File: src/shared/dacci_defs.svh
// register offsets, field positions and reset values of the converter control block
// assumes an 8-bit special-function-register bus with direct 8-bit addresses
// How it works
// - 12-bit output updates on low byte write
// - bit 4 routes output to common pin
// - bit 3 gives 8-bit mode, LSBs zero
// - bit 2 selects supply or reference span
// - bit 1 low holds data registers cleared
// - bit 0 enables converter, else powered down
// - after reset converter off, output high-impedance
// - data registers reset zero, not bit addressable
// - control bits 7..5 unimplemented, writes ignored
`ifndef DACCI_DEFS_SVH
`define DACCI_DEFS_SVH
`define DACCI_ADDR_DATA_LOW 8'hFB
`define DACCI_ADDR_DATA_HIGH 8'hFC
`define DACCI_ADDR_CONTROL 8'hFD
`define DACCI_RESET_BYTE 8'h00
`define DACCI_CTRL_MASK 8'h1F
`define DACCI_BIT_PIN_SEL 4
`define DACCI_BIT_BYTE_RES 3
`define DACCI_BIT_RANGE 2
`define DACCI_BIT_CLEAR_N 1
`define DACCI_BIT_ENABLE 0
`define DACCI_NIBBLE_MASK 8'h0F
`define DACCI_LOW_PAD 4'h0
`define DACCI_NIBBLE_TOP 3
`define DACCI_RESET_BIT 1'b0
`endif

File: src/shared/dacci_pkg.sv
// types shared by the converter control block
// assumes nothing beyond the defines header
package dacci_pkg;
    typedef logic [7:0] dacci_byte_t;
    typedef logic [11:0] dacci_code_t;
endpackage

File: src/shared/dacci_code_if.sv
// carries the next data byte values and mode into the code formatter
// assumes both ends run on the same clock
interface dacci_code_if;
    logic [7:0] data_low;
    logic [7:0] data_high;
    logic byte_resolution_select;
    logic [11:0] code;
    modport source (output data_low, output data_high, output byte_resolution_select,
        input code);
    modport sink (input data_low, input data_high, input byte_resolution_select,
        output code);
endinterface

File: src/core/dacci_code_fmt.sv
// forms the 12-bit converter code from the data bytes
// assumes bytes are the parent's next register values, settled before the edge
`include "dacci_defs.svh"
module dacci_code_fmt (
    dacci_code_if.sink link
);
    import dacci_pkg::*;
    // ------------------------------------------------------------
    // code selection
    // ------------------------------------------------------------
    wire [3:0] high_nibble = link.data_high[`DACCI_NIBBLE_TOP:0];
    wire [11:0] wide_code = {high_nibble, link.data_low};
    wire [11:0] byte_code = {link.data_low, `DACCI_LOW_PAD};
    assign link.code = link.byte_resolution_select ? byte_code : wide_code;
endmodule

File: src/core/dacci_top.sv
// control and data registers for the on-chip voltage-output converter
// assumes a single-cycle special-function-register write/read port on core_clk_in
`include "dacci_defs.svh"
module dacci_top (
    input wire logic core_clk_in,
    input wire logic reset_n_in,
    input wire logic [7:0] sfr_addr_in,
    input wire dacci_pkg::dacci_byte_t sfr_wdata_in,
    input wire logic sfr_write_in,
    input wire logic sfr_read_in,
    output dacci_pkg::dacci_byte_t sfr_rdata_out,
    output logic sfr_hit_out,
    output dacci_pkg::dacci_code_t converter_code_out,
    output logic converter_enable_out,
    output logic output_drive_en_out,
    output logic output_pin_select_out,
    output logic analog_common_pin_en_out,
    output logic dedicated_pin_en_out,
    output logic output_range_select_out
);
    import dacci_pkg::*;

    // ------------------------------------------------------------
    // helpers
    // ------------------------------------------------------------
    // true when a direct address names one register of this block
    function automatic logic addr_is(input logic [7:0] addr, input logic [7:0] target);
        return addr == target;
    endfunction

    // unimplemented control bits are dropped on the way in, so they read as zero
    function automatic dacci_byte_t implemented_bits(input dacci_byte_t value);
        return value & `DACCI_CTRL_MASK;
    endfunction

    // a pin is driven only while the converter is powered and routed to it
    function automatic logic pin_drive(input logic powered, input logic to_common,
            input logic want_common);
        return powered && (to_common == want_common);
    endfunction

    // the code that a cleared or freshly reset converter holds
    function automatic dacci_code_t idle_code();
        return {`DACCI_RESET_BYTE, `DACCI_LOW_PAD};
    endfunction

    // ------------------------------------------------------------
    // address decode
    // ------------------------------------------------------------
    wire hit_low = addr_is(sfr_addr_in, `DACCI_ADDR_DATA_LOW);
    wire hit_high = addr_is(sfr_addr_in, `DACCI_ADDR_DATA_HIGH);
    wire hit_ctrl = addr_is(sfr_addr_in, `DACCI_ADDR_CONTROL);
    wire hit_any = hit_low || hit_high || hit_ctrl;
    wire wr_low = sfr_write_in && hit_low;
    wire wr_high = sfr_write_in && hit_high;
    wire wr_ctrl = sfr_write_in && hit_ctrl;

    // ------------------------------------------------------------
    // register state
    // ------------------------------------------------------------
    dacci_byte_t control;
    dacci_byte_t data_low;
    dacci_byte_t data_high;
    dacci_byte_t next_control;
    dacci_byte_t next_data_low;
    dacci_byte_t next_data_high;
    dacci_byte_t read_mux;
    dacci_code_t code_now;
    logic clear_now;
    logic code_load;
    logic next_enable;
    logic next_pin_select;
    logic next_range_select;
    logic next_common_en;
    logic next_dedicated_en;

    // ------------------------------------------------------------
    // next values
    // ------------------------------------------------------------
    assign next_control = wr_ctrl ? implemented_bits(sfr_wdata_in) : control;
    // clear follows the control value that stands after this edge, so a write
    // that drops the clear bit empties the data bytes in that same cycle
    assign clear_now = !next_control[`DACCI_BIT_CLEAR_N];
    // clear beats any data write; writes while cleared are lost
    assign next_data_low = clear_now ? `DACCI_RESET_BYTE :
        wr_low ? sfr_wdata_in : data_low;
    assign next_data_high = clear_now ? `DACCI_RESET_BYTE :
        wr_high ? sfr_wdata_in : data_high;
    // a high byte write alone never moves the code, so no half-updated value
    // reaches the converter; a control write re-forms the held bytes
    assign code_load = wr_low || wr_ctrl;

    // ------------------------------------------------------------
    // control register
    // ------------------------------------------------------------
    // no bit addressing: only whole-byte writes exist on this port
    always_ff @(posedge core_clk_in) begin
        if (!reset_n_in) begin
            control <= `DACCI_RESET_BYTE;
        end else begin
            control <= next_control;
        end
    end

    // ------------------------------------------------------------
    // data registers
    // ------------------------------------------------------------
    always_ff @(posedge core_clk_in) begin
        if (!reset_n_in) begin
            data_low <= `DACCI_RESET_BYTE;
        end else begin
            data_low <= next_data_low;
        end
    end

    always_ff @(posedge core_clk_in) begin
        if (!reset_n_in) begin
            data_high <= `DACCI_RESET_BYTE;
        end else begin
            data_high <= next_data_high;
        end
    end

    // ------------------------------------------------------------
    // code formatting and output latch
    // ------------------------------------------------------------
    dacci_code_if code_link ();
    assign code_link.data_low = next_data_low;
    assign code_link.data_high = next_data_high;
    // the formatter sees the mode that stands after this edge
    assign code_link.byte_resolution_select = next_control[`DACCI_BIT_BYTE_RES];
    assign code_now = code_link.code;
    dacci_code_fmt u_fmt (
        .link(code_link.sink)
    );

    always_ff @(posedge core_clk_in) begin
        if (!reset_n_in) begin
            converter_code_out <= idle_code();
        end else if (clear_now) begin
            converter_code_out <= idle_code();
        end else if (code_load) begin
            converter_code_out <= code_now;
        end
    end

    // ------------------------------------------------------------
    // output control
    // ------------------------------------------------------------
    // these come from flip-flops loaded with the next control value, so they
    // change at the same edge as the control register itself
    assign next_enable = next_control[`DACCI_BIT_ENABLE];
    assign next_pin_select = next_control[`DACCI_BIT_PIN_SEL];
    assign next_range_select = next_control[`DACCI_BIT_RANGE];
    assign next_common_en = pin_drive(next_enable, next_pin_select, 1'b1);
    assign next_dedicated_en = pin_drive(next_enable, next_pin_select, 1'b0);

    always_ff @(posedge core_clk_in) begin
        if (!reset_n_in) begin
            converter_enable_out <= `DACCI_RESET_BIT;
        end else begin
            converter_enable_out <= next_enable;
        end
    end

    // the buffer leaves its pin floating until software powers the converter
    always_ff @(posedge core_clk_in) begin
        if (!reset_n_in) begin
            output_drive_en_out <= `DACCI_RESET_BIT;
        end else begin
            output_drive_en_out <= next_enable;
        end
    end

    always_ff @(posedge core_clk_in) begin
        if (!reset_n_in) begin
            output_pin_select_out <= `DACCI_RESET_BIT;
        end else begin
            output_pin_select_out <= next_pin_select;
        end
    end

    always_ff @(posedge core_clk_in) begin
        if (!reset_n_in) begin
            analog_common_pin_en_out <= `DACCI_RESET_BIT;
        end else begin
            analog_common_pin_en_out <= next_common_en;
        end
    end

    always_ff @(posedge core_clk_in) begin
        if (!reset_n_in) begin
            dedicated_pin_en_out <= `DACCI_RESET_BIT;
        end else begin
            dedicated_pin_en_out <= next_dedicated_en;
        end
    end

    always_ff @(posedge core_clk_in) begin
        if (!reset_n_in) begin
            output_range_select_out <= `DACCI_RESET_BIT;
        end else begin
            output_range_select_out <= next_range_select;
        end
    end

    // ------------------------------------------------------------
    // read back
    // ------------------------------------------------------------
    assign sfr_hit_out = hit_any;
    // unmapped addresses read as zero; a read has no side effect on the code
    assign read_mux = hit_low ? data_low :
        hit_high ? data_high :
        hit_ctrl ? control : `DACCI_RESET_BYTE;

    always_ff @(posedge core_clk_in) begin
        if (!reset_n_in) begin
            sfr_rdata_out <= `DACCI_RESET_BYTE;
        end else if (sfr_read_in) begin
            sfr_rdata_out <= read_mux;
        end
    end
endmodule

File: config.mk
export PLATFORM = sky130hd
export DESIGN_NAME = dacci_top
export DESIGN_NICKNAME = d
export VERILOG_FILES = /design/src/shared/dacci_pkg.sv /design/src/shared/dacci_code_if.sv /design/src/core/dacci_code_fmt.sv /design/src/core/dacci_top.sv
export VERILOG_INCLUDE_DIRS = /design/src /design/src/shared
export SDC_FILE = /design/constraint.sdc
export NUM_CORES = 1
export LEC_CHECK = 0
export BUFFER_PORTS_ARGS = -buffer_cell sky130_fd_sc_hd__buf_4
export CAP_MARGIN = 0
export CORE_ASPECT_RATIO = 1.75
export CORE_MARGIN = 1
export CORE_UTILIZATION = 53
export CTS_CLUSTER_DIAMETER = 80
export CTS_CLUSTER_SIZE = 16
export DETAILED_ROUTE_END_ITERATION = 8
export GPL_TIMING_DRIVEN = 1
export PLACE_DENSITY = 0.85
export SLEW_MARGIN = 10
export SYNTH_ARGS = -nofsm -noshare
export SYNTH_HDL_FRONTEND = slang
export SYNTH_HIERARCHICAL = 1
export SYNTH_SLANG_ARGS = --single-unit
File: constraint.sdc
create_clock -name core_clk_in -period 2.69 [get_ports core_clk_in]
set_input_delay 0.4035 -clock core_clk_in [delete_from_list [all_inputs] [get_ports core_clk_in]]
set_output_delay 0.4035 -clock core_clk_in [all_outputs]
set_load 0.01 [all_outputs]
==> results.toml <==
[finish]
drive_gt1_frac = 0.309
antenna_cells = 0
fin_nets = 266
syn_to_final_growth_pct = 23.3

[critical_path]
critPathKind = "input pin to flip-flop"
timing.rr.start = "control[3]$_SDFF_PN0_"
timing.rr.end = "converter_code_out[11]$_SDFFE_PN0P_"
crit_fanout = 7
cp-start-kind = "input pin"
cp-startpoint = "sfr_addr_in[1]"
reg2regPathDepth = 4
cp.arrival_ns = 2.22
required_ns = 2.87
r2r_slack_ns = 1.32
cp-end-kind = "flip-flop"
crit_end = "converter_code_out[8]$_SDFFE_PN0P_"

[timing]
finalSetupTns_ns = 0
whs_ns = 0.371
finalClockSkew_ns = 0.00342
setup_violations = 0
relSlewSlack = 0.540
fmax_ghz = 0.489
period_needed_ns = 2.05
hold_viol_final = 0
tightest_slew_ns = 0.689
rsz0062_at_grt = "no"
period_share = 0.761
slew_viol_final = 0

[die]
pin_count = 47
core_area_um2 = 3630
die_y_um = 83.8
num_rows = 29
dieWidth_um = 48.8
start_util = 0.559
die-area_um2 = 4090

[power]
power.density_nw_per_um2 = 472
power_frac_clock = 0.409
vdd_drop_max_mv = 0.498
swShare = 0.205
p_leak_uw = 0.00102
seq_power_share = 0.539
power.internal_uw = 938
p_sw_uw = 242
p_comb_frac = 0.052

[cts]
post_cts_buffers = 0
cts_hold_buf = 0
clock_latency_ns = 0.29
clkTransAtPathRegs_ns = 0.07
cts_tree = "built"
cts_htree_levels = 2
clock-sinks = 43
cts_root_buf = "clkbuf_8"
clockBufferDepth = 2
numCtsBuffers = 5
ctsResizeCount = 0

[routing]
drtPass1Iterations = 4
first_iter_violations = 19
wl_per_cell_um = 14.4
routed_via_density = 5.42
ant_nets = 0
via_count = 1583
wl_um = 4200
drc = 0

[yosys]
synth_area_per_cell_um2 = 10.2
netlist_instances = 199
syn_area_um2 = 2030
syn_nets = 219
yosys_warnings = 6

[global_route]
antenna_found_initial = 0
grtUsageTotal = 0.229
grt_max_degree = 30
grt_overflow = 0
grt_pass1_vias = 1534
grt_pass1_wl_um = 7160

[run_status]
outcome = "finished, final reports clean"

[place]
hpwl_um = 3090
portBuffers = 46
gp_congestion = 0.790

[hold_path]
hold_path_class = "input pin to flip-flop"

[job]
drv_cap = 0
metal layers:
| metal | vias to the layer above | track usage | wire (um) | share of wire |
|---|---|---|---|---|
| met4 | 0 | 0.112 | 89 | 0.021 |
| met3 | 6 | 0.0492 | 147 | 0.035 |
| met2 | 35 | 0.403 | 2220 | 0.53 |
| met1 | 754 | 0.253 | 1740 | 0.41 |
| li1 | 788 | - | - | - |
| met5 | - | 0 | 0 | 0 |
cells in the final DEF (no fill, tap or decap), drive strengths merged:
cell type / count
a211oi: 1
a21boi: 5
a22o: 8
a2bb2oi: 5
and2: 2
and2b: 4
and3b: 1
and4: 1
buf: 50
bufinv: 1
clkbuf: 6
dfxtp: 43
inv: 1
mux2: 10
mux2i: 32
nand2: 5
nand2b: 4
nand3: 6
nand3b: 3
nor2: 41
nor2b: 4
nor3: 2
nor3b: 1
nor4: 1
o22ai: 5
or3b: 2
or4b: 1
xnor2: 1
how the worst min path moves through the flow:
stage	startpoint	endpoint	slack, ns	depth (start not counted)
global placement	sfr_rdata_out[6]$_SDFFE_PN0P_	sfr_rdata_out[6]$_SDFFE_PN0P_	0.46	2
global route	sfr_wdata_in[7]	data_high[7]$_SDFF_PN0_	0.38	3
floorplan	data_high[4]$_SDFF_PN0_	data_high[4]$_SDFF_PN0_	0.48	2
detailed placement	sfr_rdata_out[1]$_SDFFE_PN0P_	sfr_rdata_out[1]$_SDFFE_PN0P_	0.47	1
finish	sfr_wdata_in[5]	data_high[5]$_SDFF_PN0_	0.37	3
CTS	sfr_wdata_in[7]	data_high[7]$_SDFF_PN0_	0.37	3
state kept, by name, summed over array words and instances, names as in the netlist, named ones only:
register                  cells
analog_common_pin_en_out      1
data_low                      8
converter_code_out           12
control                       4
dedicated_pin_en_out          1
sfr_rdata_out                 8
data_high                     8
critical path: stages:
cell and delay [ns]:
buf_4 0.13, or3b_1 0.52, nor3_4 0.36, mux2i_1 0.29
nor2_1 0.06, mux2_4 0.26, mux2i_1 0.13, nor2_1 0.05
cell type report:
type                            count  area, um^2
Tap cell                           46        57.6
Clock inverter                      1        30.0
Inverter                            1        3.75
Fill cell                         306        1130
Timing Repair Buffer               50         375
Multi-Input combinational cell    145        1100
Clock buffer                        6        72.6
Sequential cell                    43         861
power by group through the flow:
| stage | combinational, uW | clock, uW | sequential [uW] |
|---|---|---|---|
| finish | 61.5 | 482 | 636 |
| global placement | 60.1 | 0 | 651 |
| global route | 65.8 | 519 | 636 |
| floorplan | 25.3 | 0 | 651 |
| CTS | 61.4 | 493 | 636 |
| detailed placement | 60.7 | 0 | 651 |
metrics by stage:
stage                     utilization  setup WS, ns  cell area [um^2]  power [uW]  instances
after floorplan                     -         0.430              2030         676        199
after global placement          0.660         0.400              2400         711        285
after detailed placement        0.660         0.326              2400         712        285
after CTS                       0.689         0.637              2500        1190        292
after global routing            0.689         0.466              2500        1220        292
final                           0.689         0.644              2500        1180        292
No activity file was read; power rests on OpenSTA's default activity.
